`config.mk`:
```
export PLATFORM = sky130hd
export DESIGN_NAME = fct_timer
export DESIGN_NICKNAME = d
export VERILOG_FILES = /design/src/hdl/fct_pkg.sv /design/src/hdl/fct_link_if.sv /design/src/hdl/fct_release_timer.sv /design/src/hdl/fct_tick_gen.sv /design/src/hdl/fct_timer.sv
export SDC_FILE = /design/constraint.sdc
export NUM_CORES = 1
export LEC_CHECK = 0
export ABC_AREA = 1
export BUFFER_PORTS_ARGS = -buffer_cell sky130_fd_sc_hd__buf_2
export CAP_MARGIN = 10
export CORE_UTILIZATION = 50
export CTS_CLUSTER_DIAMETER = 40
export DETAILED_ROUTE_END_ITERATION = 16
export HOLD_SLACK_MARGIN = 0.15
export PLACE_DENSITY_LB_ADDON = 0.1
export SLEW_MARGIN = 15
export SYNTH_ARGS = -nofsm -noshare
export SYNTH_HDL_FRONTEND = slang
export SYNTH_SLANG_ARGS = --single-unit
```
`constraint.sdc`:
```
create_clock -name clk -period 2.29 [get_ports clk]
set_clock_uncertainty 0.1 [all_clocks]
set_input_delay 0.229 -clock clk [delete_from_list [all_inputs] [get_ports clk]]
set_output_delay 0.229 -clock clk [all_outputs]
set_load 0.01 [all_outputs]
```
`src/hdl/fct_pkg.sv`:
```
// Constants and types shared by the fixed-cycle timer block
// Behaviour
// - Repeated mode pulses irq for release interval
// - Mode bit selects level or repeated irq
// - Run bit rising starts, falling stops timer
// - Running counter decrements once per source tick
// - Select bits pick 4096Hz, 64Hz, second, minute
// - Count stepping 01h to 00h sets flag
// - Event with irq enabled drives irq low
// - Counter reloads preset after each event
// - Counting continues while running, flag regardless
// - Stopping never clears the event flag
// - Stop invalidates count and preset until rewritten
// - Release interval depends on source and preset
// - Second ticks align to seconds update
// - Minute ticks align to minutes update
// - Count reads live, unlatched; host reads twice
// - Level mode holds irq until flag cleared
// - Writing 0 clears flag, 1 ignored
// - Irq enable low blocks and releases irq
package fct_pkg;
  localparam logic [7:0] ADDR_CTRL = 8'h01;
  localparam logic [7:0] ADDR_CFG = 8'h0e;
  localparam logic [7:0] ADDR_VALUE = 8'h0f;
  localparam int CTRL_MODE_BIT = 4;
  localparam int CTRL_FLAG_BIT = 2;
  localparam int CTRL_IE_BIT = 0;
  localparam int CFG_RUN_BIT = 7;
  localparam int CFG_SEL_LSB = 0;
  localparam logic [7:0] BYTE_RESET = 8'h00;
  localparam logic [7:0] COUNT_LAST = 8'h01;
  localparam logic [7:0] COUNT_ZERO = 8'h00;
  localparam int CLK_HZ = 10000000;
  localparam int CLK_NS = 100;
  localparam int TICK_HZ = 4096;
  localparam int ACC_W = 25;
  localparam logic [5:0] DIV64_LAST = 6'h3f;
  localparam logic [5:0] DIVSEC_LAST = 6'h3f;
  localparam logic [5:0] DIVMIN_LAST = 6'h3b;
  localparam int RTN_SHORT_NS = 122000;
  localparam int RTN_FAST_NS = 244000;
  localparam int RTN_MID_NS = 7813000;
  localparam int RTN_LONG_NS = 15625000;
  localparam int RTN_SHORT_CYC = RTN_SHORT_NS / CLK_NS;
  localparam int RTN_FAST_CYC = RTN_FAST_NS / CLK_NS;
  localparam int RTN_MID_CYC = RTN_MID_NS / CLK_NS;
  localparam int RTN_LONG_CYC = RTN_LONG_NS / CLK_NS;
  localparam int RTN_W = 18;
  typedef enum logic [1:0] {SEL_4096, SEL_64, SEL_SEC, SEL_MIN} fct_sel_e;
endpackage : fct_pkg

```
`src/hdl/fct_link_if.sv`:
```
// Source ticks and release-timer handshake between the timer core and its helpers
`timescale 1ns/1ns
interface fct_link_if;
  import fct_pkg::*;
  logic tick4096;
  logic tick64;
  logic tickSec;
  logic tickMin;
  logic relStart;
  logic relStop;
  logic [RTN_W-1:0] relLen;
  logic relActive;
  modport ticks(output tick4096, output tick64, output tickSec, output tickMin);
  modport rel(input relStart, input relStop, input relLen, output relActive);
  modport core(input tick4096, input tick64, input tickSec, input tickMin,
               output relStart, output relStop, output relLen, input relActive);
endinterface : fct_link_if

```
`src/hdl/fct_release_timer.sv`:
```
// Auto-release interval timer for repeated irq mode
`timescale 1ns/1ns
module fct_release_timer (
  input wire logic clk,
  input wire logic nrst,
  fct_link_if.rel link
);
  import fct_pkg::*;

  typedef struct packed {
    logic active;
    logic [RTN_W-1:0] cnt;
  } fct_rel_s;

  fct_rel_s s_q;
  fct_rel_s s_d;

  always_comb begin
    s_d = s_q;
    if (link.relStop) begin
      s_d.active = 1'b0;
    end else if (link.relStart) begin
      // A new event restarts the interval even if the last one is still running
      s_d.active = 1'b1;
      s_d.cnt = link.relLen - RTN_W'(1);
    end else if (s_q.active) begin
      if (s_q.cnt == '0) begin
        s_d.active = 1'b0;
      end else begin
        s_d.cnt = s_q.cnt - RTN_W'(1);
      end
    end
  end

  always_ff @(posedge clk or negedge nrst) begin
    if (!nrst) begin
      s_q <= '0;
    end else begin
      s_q <= s_d;
    end
  end

  assign link.relActive = s_q.active;

  a_rel_load: assert property (@(posedge clk) disable iff (!nrst)
    link.relStart && !link.relStop |=> s_q.active && s_q.cnt == $past(link.relLen) - RTN_W'(1))
    else $error("release interval not loaded");
  a_rel_end: assert property (@(posedge clk) disable iff (!nrst)
    s_q.active && s_q.cnt == '0 && !link.relStart |=> !s_q.active)
    else $error("release interval overran");
endmodule : fct_release_timer

```
`src/hdl/fct_tick_gen.sv`:
```
// Source tick divider: 4096 Hz, 64 Hz, seconds and minutes update pulses
`timescale 1ns/1ns
module fct_tick_gen (
  input wire logic clk,
  input wire logic nrst,
  fct_link_if.ticks link
);
  import fct_pkg::*;

  typedef struct packed {
    logic [ACC_W-2:0] acc;
    logic [5:0] div64;
    logic [5:0] divSec;
    logic [5:0] divMin;
    logic t4096;
    logic t64;
    logic tSec;
    logic tMin;
  } fct_tick_s;

  fct_tick_s s_q;
  fct_tick_s s_d;

  // Phase accumulator gives an exact 4096 Hz average from the 10 MHz clock
  always_comb begin
    logic [ACC_W-1:0] sum;
    sum = {1'b0, s_q.acc} + ACC_W'(TICK_HZ);
    s_d = s_q;
    s_d.t4096 = 1'b0;
    s_d.t64 = 1'b0;
    s_d.tSec = 1'b0;
    s_d.tMin = 1'b0;
    if (sum >= ACC_W'(CLK_HZ)) begin
      s_d.acc = (ACC_W-1)'(sum - ACC_W'(CLK_HZ));
      s_d.t4096 = 1'b1;
      s_d.div64 = (s_q.div64 == DIV64_LAST) ? 6'h00 : s_q.div64 + 6'h01;
      if (s_q.div64 == DIV64_LAST) begin
        s_d.t64 = 1'b1;
        // Free-running calendar cadence, so the first period after a start is short
        s_d.divSec = (s_q.divSec == DIVSEC_LAST) ? 6'h00 : s_q.divSec + 6'h01;
        if (s_q.divSec == DIVSEC_LAST) begin
          s_d.tSec = 1'b1;
          s_d.divMin = (s_q.divMin == DIVMIN_LAST) ? 6'h00 : s_q.divMin + 6'h01;
          s_d.tMin = (s_q.divMin == DIVMIN_LAST);
        end
      end
    end else begin
      s_d.acc = (ACC_W-1)'(sum);
    end
  end

  always_ff @(posedge clk or negedge nrst) begin
    if (!nrst) begin
      s_q <= '0;
    end else begin
      s_q <= s_d;
    end
  end

  assign link.tick4096 = s_q.t4096;
  assign link.tick64 = s_q.t64;
  assign link.tickSec = s_q.tSec;
  assign link.tickMin = s_q.tMin;

  a_tick_nest: assert property (@(posedge clk) disable iff (!nrst)
    (s_q.tMin |-> s_q.tSec) and (s_q.tSec |-> s_q.t64) and (s_q.t64 |-> s_q.t4096))
    else $error("slow tick not aligned to faster tick");
  a_tick_spacing: assert property (@(posedge clk) disable iff (!nrst)
    s_q.t4096 |=> !s_q.t4096 [*8])
    else $error("4096 Hz ticks too close");
endmodule : fct_tick_gen

```
`src/hdl/fct_timer.sv`:
```
// Fixed-cycle countdown timer with level or repeated open-drain interrupt
`timescale 1ns/1ns
module fct_timer #(
  parameter int RTN_MID_CYCLES = fct_pkg::RTN_MID_CYC,
  parameter int RTN_LONG_CYCLES = fct_pkg::RTN_LONG_CYC
) (
  input wire logic clk,
  input wire logic nrst,
  input wire logic [7:0] regAddr,
  input wire logic [7:0] regWrData,
  input wire logic regWrEn,
  input wire logic regRdEn,
  output logic [7:0] regRdData,
  output logic irqPinO,
  output logic irqPinOe
);
  import fct_pkg::*;

  typedef struct packed {
    logic modeRepeat;
    logic irqEnable;
    logic eventFlag;
    logic run;
    fct_sel_e sel;
    logic [7:0] preset;
    logic [7:0] count;
    logic valid;
    logic [7:0] rdData;
    logic irqOe;
  } fct_core_s;

  fct_core_s s_q;
  fct_core_s s_d;
  fct_link_if link();

  logic wrCtrl;
  logic wrCfg;
  logic wrValue;
  logic tickSel;
  logic timerEvent;
  logic [RTN_W-1:0] oeLen;

  fct_tick_gen u_ticks (
    .clk(clk),
    .nrst(nrst),
    .link(link)
  );

  fct_release_timer u_release (
    .clk(clk),
    .nrst(nrst),
    .link(link)
  );

  assign wrCtrl = regWrEn && regAddr == ADDR_CTRL;
  assign wrCfg = regWrEn && regAddr == ADDR_CFG;
  assign wrValue = regWrEn && regAddr == ADDR_VALUE;

  always_comb begin
    case (s_q.sel)
      SEL_4096: tickSel = link.tick4096;
      SEL_64: tickSel = link.tick64;
      SEL_SEC: tickSel = link.tickSec;
      SEL_MIN: tickSel = link.tickMin;
      default: tickSel = 1'b0;
    endcase
  end

  // A stale count after a stop never fires; the preset must be rewritten first
  assign timerEvent = s_q.run && s_q.valid && tickSel && s_q.count == COUNT_LAST;

  // Release interval follows the source and whether the preset is one
  always_comb begin
    case (s_q.sel)
      SEL_4096: link.relLen = (s_q.preset == COUNT_LAST) ? RTN_W'(RTN_SHORT_CYC)
                                                         : RTN_W'(RTN_FAST_CYC);
      SEL_64: link.relLen = (s_q.preset == COUNT_LAST) ? RTN_W'(RTN_MID_CYCLES)
                                                       : RTN_W'(RTN_LONG_CYCLES);
      default: link.relLen = RTN_W'(RTN_LONG_CYCLES);
    endcase
  end

  assign link.relStart = timerEvent && s_q.modeRepeat;
  // Repeated pulses end with the timer or a switch back to level mode
  assign link.relStop = !s_q.run || !s_q.modeRepeat;

  always_comb begin
    s_d = s_q;
    s_d.rdData = BYTE_RESET;
    if (wrCtrl) begin
      s_d.modeRepeat = regWrData[CTRL_MODE_BIT];
      s_d.irqEnable = regWrData[CTRL_IE_BIT];
      if (!regWrData[CTRL_FLAG_BIT]) begin
        s_d.eventFlag = 1'b0;
      end
    end
    // Set wins over a clearing write in the same cycle
    if (timerEvent) begin
      s_d.eventFlag = 1'b1;
    end
    if (wrCfg) begin
      s_d.run = regWrData[CFG_RUN_BIT];
      s_d.sel = fct_sel_e'(regWrData[CFG_SEL_LSB +: 2]);
      if (s_q.run && !regWrData[CFG_RUN_BIT]) begin
        s_d.valid = 1'b0;
      end
    end
    if (wrValue) begin
      // Loading while stopped arms the next start; the host is expected to do so
      s_d.preset = regWrData;
      s_d.count = regWrData;
      if (!s_q.run) begin
        s_d.valid = 1'b1;
      end
    end else if (s_q.run && s_q.valid && tickSel) begin
      // Keeps cycling whatever the flag and irq state are
      if (s_q.count == COUNT_LAST) begin
        s_d.count = s_q.preset;
      end else if (s_q.count != COUNT_ZERO) begin
        s_d.count = s_q.count - 8'h01;
      end
    end
    if (regRdEn) begin
      case (regAddr)
        ADDR_CTRL: begin
          s_d.rdData[CTRL_MODE_BIT] = s_q.modeRepeat;
          s_d.rdData[CTRL_FLAG_BIT] = s_q.eventFlag;
          s_d.rdData[CTRL_IE_BIT] = s_q.irqEnable;
        end
        ADDR_CFG: begin
          s_d.rdData[CFG_RUN_BIT] = s_q.run;
          s_d.rdData[CFG_SEL_LSB +: 2] = s_q.sel;
        end
        // Live count, not latched: it may step between two reads
        ADDR_VALUE: s_d.rdData = s_q.count;
        default: s_d.rdData = BYTE_RESET;
      endcase
    end
    // Level mode follows the flag, repeated mode the release timer
    s_d.irqOe = s_q.irqEnable && (s_q.modeRepeat ? link.relActive : s_q.eventFlag);
  end

  always_ff @(posedge clk or negedge nrst) begin
    if (!nrst) begin
      s_q <= '0;
    end else begin
      s_q <= s_d;
    end
  end

  assign regRdData = s_q.rdData;
  // Open drain: only ever pulls low, released otherwise
  assign irqPinO = 1'b0;
  assign irqPinOe = s_q.irqOe;

  // Counts the cycles of one low pulse; release intervals exceed what a delay range can span
  always_ff @(posedge clk or negedge nrst) begin
    if (!nrst) begin
      oeLen <= '0;
    end else if (irqPinOe) begin
      oeLen <= oeLen + RTN_W'(1);
    end else begin
      oeLen <= '0;
    end
  end

  a_event_flag: assert property (@(posedge clk) disable iff (!nrst)
    timerEvent |=> s_q.eventFlag)
    else $error("event did not set the flag");
  a_count_reload: assert property (@(posedge clk) disable iff (!nrst)
    timerEvent && !wrValue |=> s_q.count == $past(s_q.preset))
    else $error("counter did not reload preset");
  a_count_step: assert property (@(posedge clk) disable iff (!nrst)
    s_q.run && s_q.valid && tickSel && !wrValue && s_q.count > COUNT_LAST
    |=> s_q.count == $past(s_q.count) - 8'h01)
    else $error("counter did not step by one");
  a_count_hold: assert property (@(posedge clk) disable iff (!nrst)
    !(s_q.run && tickSel) && !wrValue |=> $stable(s_q.count))
    else $error("counter moved without a tick");
  a_run_start: assert property (@(posedge clk) disable iff (!nrst)
    wrCfg && regWrData[CFG_RUN_BIT] |=> s_q.run)
    else $error("run bit not taken");
  a_stop_flag: assert property (@(posedge clk) disable iff (!nrst)
    s_q.eventFlag && !(wrCtrl && !regWrData[CTRL_FLAG_BIT]) |=> s_q.eventFlag)
    else $error("flag lost without a clearing write");
  a_flag_clear: assert property (@(posedge clk) disable iff (!nrst)
    wrCtrl && !regWrData[CTRL_FLAG_BIT] && !timerEvent |=> !s_q.eventFlag)
    else $error("writing zero did not clear the flag");
  a_flag_write1: assert property (@(posedge clk) disable iff (!nrst)
    !s_q.eventFlag && !timerEvent |=> !s_q.eventFlag)
    else $error("flag set without an event");
  a_level_hold: assert property (@(posedge clk) disable iff (!nrst)
    (!s_q.modeRepeat && s_q.irqEnable && s_q.eventFlag) [*2] |-> irqPinOe)
    else $error("level irq not held");
  a_ie_release: assert property (@(posedge clk) disable iff (!nrst)
    !s_q.irqEnable |=> !irqPinOe)
    else $error("irq driven while disabled");
  a_event_irq: assert property (@(posedge clk) disable iff (!nrst)
    timerEvent && s_q.irqEnable && !wrCtrl ##1 !wrCtrl |=> irqPinOe)
    else $error("event with irq enabled did not pull low");
  a_stop_invalid: assert property (@(posedge clk) disable iff (!nrst)
    wrCfg && s_q.run && !regWrData[CFG_RUN_BIT] |=> !s_q.valid && !timerEvent)
    else $error("stop did not invalidate the count");
  a_repeat_short: assert property (@(posedge clk) disable iff (!nrst)
    irqPinOe && s_q.modeRepeat && s_q.sel == SEL_4096 && s_q.preset == COUNT_LAST
    |-> oeLen < RTN_W'(RTN_SHORT_CYC))
    else $error("short release interval wrong");
  a_repeat_fast: assert property (@(posedge clk) disable iff (!nrst)
    irqPinOe && s_q.modeRepeat && s_q.sel == SEL_4096 && s_q.preset != COUNT_LAST
    |-> oeLen < RTN_W'(RTN_FAST_CYC))
    else $error("repeated irq did not release");
endmodule : fct_timer
```
==> qor.yml <==
cells_and_area:
  nNetsFinal: 790
  n_antenna_cell: 0
  area_growth_pct: 17.6
  nFillCells: 921
  drive_gt1_share_pct: 15.4
  final_cells: 900
  design_area_mm2: 0.00622
pwr:
  power_frac_clock_pct: 39.9
  swShare_pct: 22.9
  p_int_mw: 2.33
  comb_power_share_pct: 6.2
  seqPwrFrac_pct: 54.0
  p_leak_nw: 3.07
  power_density_mw_per_mm2: 487
  vdd_drop_max_uv: 320
  p_sw_uw: 695
sta:
  max_freq_mhz: 461
  tightest_slew_ns: 0.595
  setup-violations-final: 0
  fin_ws_ns: 0.120
  slew_headroom_pct: 60.0
  min_period_ns: 2.17
  whs_ns: 0.182
  fin_crit_sh_pct: 94.8
  final_hold_viol_count: 0
  maxSlewViolCount: 0
worst_setup_path:
  crit_path_max_fanout: 13
  crit_top_cell: "nand2_1"
  worstSetupPathType: "flop to flop"
  critical_path_required_ns: 2.43
  cpPeakStageDelay_ns: 0.44
  ff2ff_setup_slack_ns: 0.12
  critical-path-top-delay-family: "simple AND/OR/NAND/NOR gates"
  cp-start-kind: "flop"
  cp_slowest_cell: "dfrtp_1"
  crit_chain: "ha_4 > inv_1 > nand2_1 > a21oi_2 > nand2_2 > a21oi_2 > nand2_1 > nand2_1 > nand2_1 > nand2_2 > nand2_8 > buf_12 > nand3_1 > o21ai_0"
  critPathBufInv: 2
  worstSetupEndpointType: "flop"
  arrival_ns: 2.31
global_routing:
  antenna_found_initial: 0
  grt_max_degree: 62
  overflow: 0
  grt_pass1_vias: 4577
  grt_pass1_wl_um: 20000
  grt_use_total_pct: 22.3
route:
  wl_met3_um: 291
  wl_per_cell_um: 12.9
  dr.pass1.iters: 5
  met2_length_um: 5490
  wl_met1_um: 5630
  drcViolationCount: 0
  final_antenna_net_count: 0
  via_per_inst: 5.17
  wirelength_um: 11600
  drt-initial-drc-count: 235
  dr.max_layer_used: "met4"
  vias: 4652
synthesis:
  ys_ff_latch: 90
  synthDistinctLibCells: 41
  synth_fp_nets: 733
  synth_area_mm2: 0.00529
  avgSynthCellArea_um2: 7.53
  ys_warn_count: 0
  synthCells: 702
  seq_area_frac_synth_pct: 42.6
floorplan:
  ios: 30
  rows: 37
  die_h_um: 105
  initial_utilization_pct: 51.4
  die_x_um: 105
  die-area_mm2: 0.0110
  core-area_mm2: 0.0103
worst_hold_path:
  hp-class: "primary input to flop"
place:
  dp.cells: 867
  preCtsSetupSlack_ns: 0.00686
  place_hpwl_um: 8110
  postPlaceCellArea_mm2: 0.00565
  routabilityCongestion: 0.893
  io_buffers: 28
clock_network:
  cts_num_sinks: 90
  cts_made_buffers: 9
  tritoncts: "built"
  root_buffer: "clkbuf_8"
  clk_path_buf_depth: 2
  clkLatencyLatePin_ns: 0.36
  htreeDepth: 3
  clk_pin_slew_ns: 0.09
job:
  cap_violations: 0
status:
  status: "finished, final reports clean"
==> cells in the final DEF (no fill, tap or decap), types with 3 or more instances in the layout <==
cell type | netlist | layout
nand2_1 | 196 | 190
dfrtp_1 | 90 | 90
inv_1 | 86 | 83
o21ai_0 | 63 | 63
nand3_1 | 48 | 46
nor2_1 | 42 | 39
buf_2 | 6 | 27
buf_4 | 10 | 25
nand4_1 | 23 | 23
a21oi_1 | 22 | 19
xor2_1 | 20 | 18
dlygate4sd3_1 | 0 | 12
nor3_1 | 11 | 11
clkbuf_8 | 0 | 10
nand2_2 | 6 | 8
xnor2_1 | 8 | 8
ha_1 | 11 | 8
inv_2 | 4 | 7
o211ai_1 | 6 | 6
nand3_2 | 3 | 4
nor2_4 | 3 | 4
a21oi_2 | 1 | 4
a31oi_1 | 4 | 4
or2_2 | 4 | 4
nor4_1 | 3 | 3
o31ai_1 | 3 | 3
==> power by group through the flow <==
| stage | logic (mW) | clock network [mW] | registers (mW) |
|---|---|---|---|
| floorplan | 0.0878 | 0 | 1.66 |
| global placement | 0.169 | 0 | 1.67 |
| detailed placement | 0.172 | 0 | 1.67 |
| CTS | 0.189 | 1.24 | 1.63 |
| global route | 0.217 | 1.32 | 1.64 |
| finish | 0.187 | 1.21 | 1.63 |
==> final timing paths <==
path,cells after the start,end,from
hold / removal,5,regRdData[7],regAddr[3]
setup reg to reg,14,u_ticks.s_q[19],u_ticks.s_q[34]
setup / recovery,14,u_ticks.s_q[19],u_ticks.s_q[34]
min in group asynchronous,2,regRdData[5],nrst
max in group asynchronous,3,u_ticks.link.tick64,nrst
hold reg to reg,2,u_ticks.s_q[9],u_ticks.s_q[9]
==> metal layers <==
metal	global-route usage, %	vias to the layer above
met5	0	-
met3	3.12	14
li1	-	2386
met1	30.1	2181
met2	36.8	71
met4	8.05	0
==> per-stage QoR <==
stage	utilization, %	total power, mW	TNS, ns
final	60.5	3.03	0
after global routing	60.5	3.17	-0.201
after global placement	55.0	1.83	0
after CTS	58.4	3.07	0
after detailed placement	55.0	1.84	0
after floorplan	-	1.75	0
==> synth_stat cells (all sizes together) <==
master / count / area, um^2
conb: 1 / 3.75
dfrtp: 90 / 2250
o2111ai: 2 / 17.5
nand3: 51 / 270
nor4: 3 / 18.8
buf: 18 / 135
mux2: 1 / 11.3
o211ai: 6 / 45.0
a31o: 1 / 8.76
o21bai: 2 / 15.0
a31oi: 4 / 25.0
o221ai: 1 / 8.76
nand4: 23 / 144
nand3b: 2 / 15.0
and2: 1 / 6.26
inv: 90 / 338
nand2: 202 / 773
nor2: 45 / 191
nor3: 11 / 55.1
clkinv: 2 / 7.51
o22ai: 2 / 12.5
clkbuf: 5 / 18.8
and3: 1 / 6.26
o21ai: 66 / 334
o31ai: 3 / 22.5
xor2: 20 / 175
ha: 11 / 138
o311ai: 1 / 8.76
a21boi: 2 / 15.0
a21oi: 23 / 119
xnor2: 8 / 70.1
or2: 4 / 25.0
==> worst register-to-register path, stage by stage, from the launching register on <==
cell     delay (ns)
dfrtp_1        0.44
ha_4           0.20
inv_1          0.06
nand2_1        0.10
a21oi_2        0.16
nand2_2        0.09
a21oi_2        0.16
nand2_1        0.08
nand2_1        0.07
nand2_1        0.06
nand2_2        0.11
nand2_8        0.11
buf_12         0.18
nand3_1        0.07
o21ai_0        0.08
==> registers in the layout, summed over array words and instances (netlist names) <==
name	flops
irqPinOe	1
regRdData	8
s_q	23
u_release.link.relActive	1
u_release.s_q	18
u_ticks.link.tick4096	1
u_ticks.link.tick64	1
u_ticks.link.tickMin	1
u_ticks.link.tickSec	1
u_ticks.s_q	35
==> final cells by class <==
cell class / count / area, um^2 / share of cell area [%]
timing repair buffer: 69 / 548 / 8.81
clock inverter: 4 / 75.1 / 1.21
sequential: 90 / 2250 / 36.2
tap: 136 / 170 / 2.74
clock buffer: 12 / 145 / 2.33
inverter: 92 / 345 / 5.55
multi-input combinational: 497 / 2680 / 43.1
==> cells by family after synthesis <==
group	after synthesis	share of synthesized area, %
flip-flops	90	42.6
AND/OR/NAND/NOR	343	28.5
adder cells (fa/ha/maj)	11	2.60
other	1	0.0709
AO/OA/AOI/OAI	113	12.0
multiplexers	1	0.213
buffers and inverters	115	9.44
XOR/XNOR	28	4.64
==> what timing repair did <==
item / 4_1_cts / 5_1_grt
pin swaps: 0 / 8
endpoints found under the setup margin: 1 / 36
cloned: 0 / 2
gates resized for setup: 1 / 33
hold buffers: 12 / 0
endpoints found under the hold margin: 120 / 0
buffers inserted: 0 / 3
No activity file was read; power rests on OpenSTA's default activity.
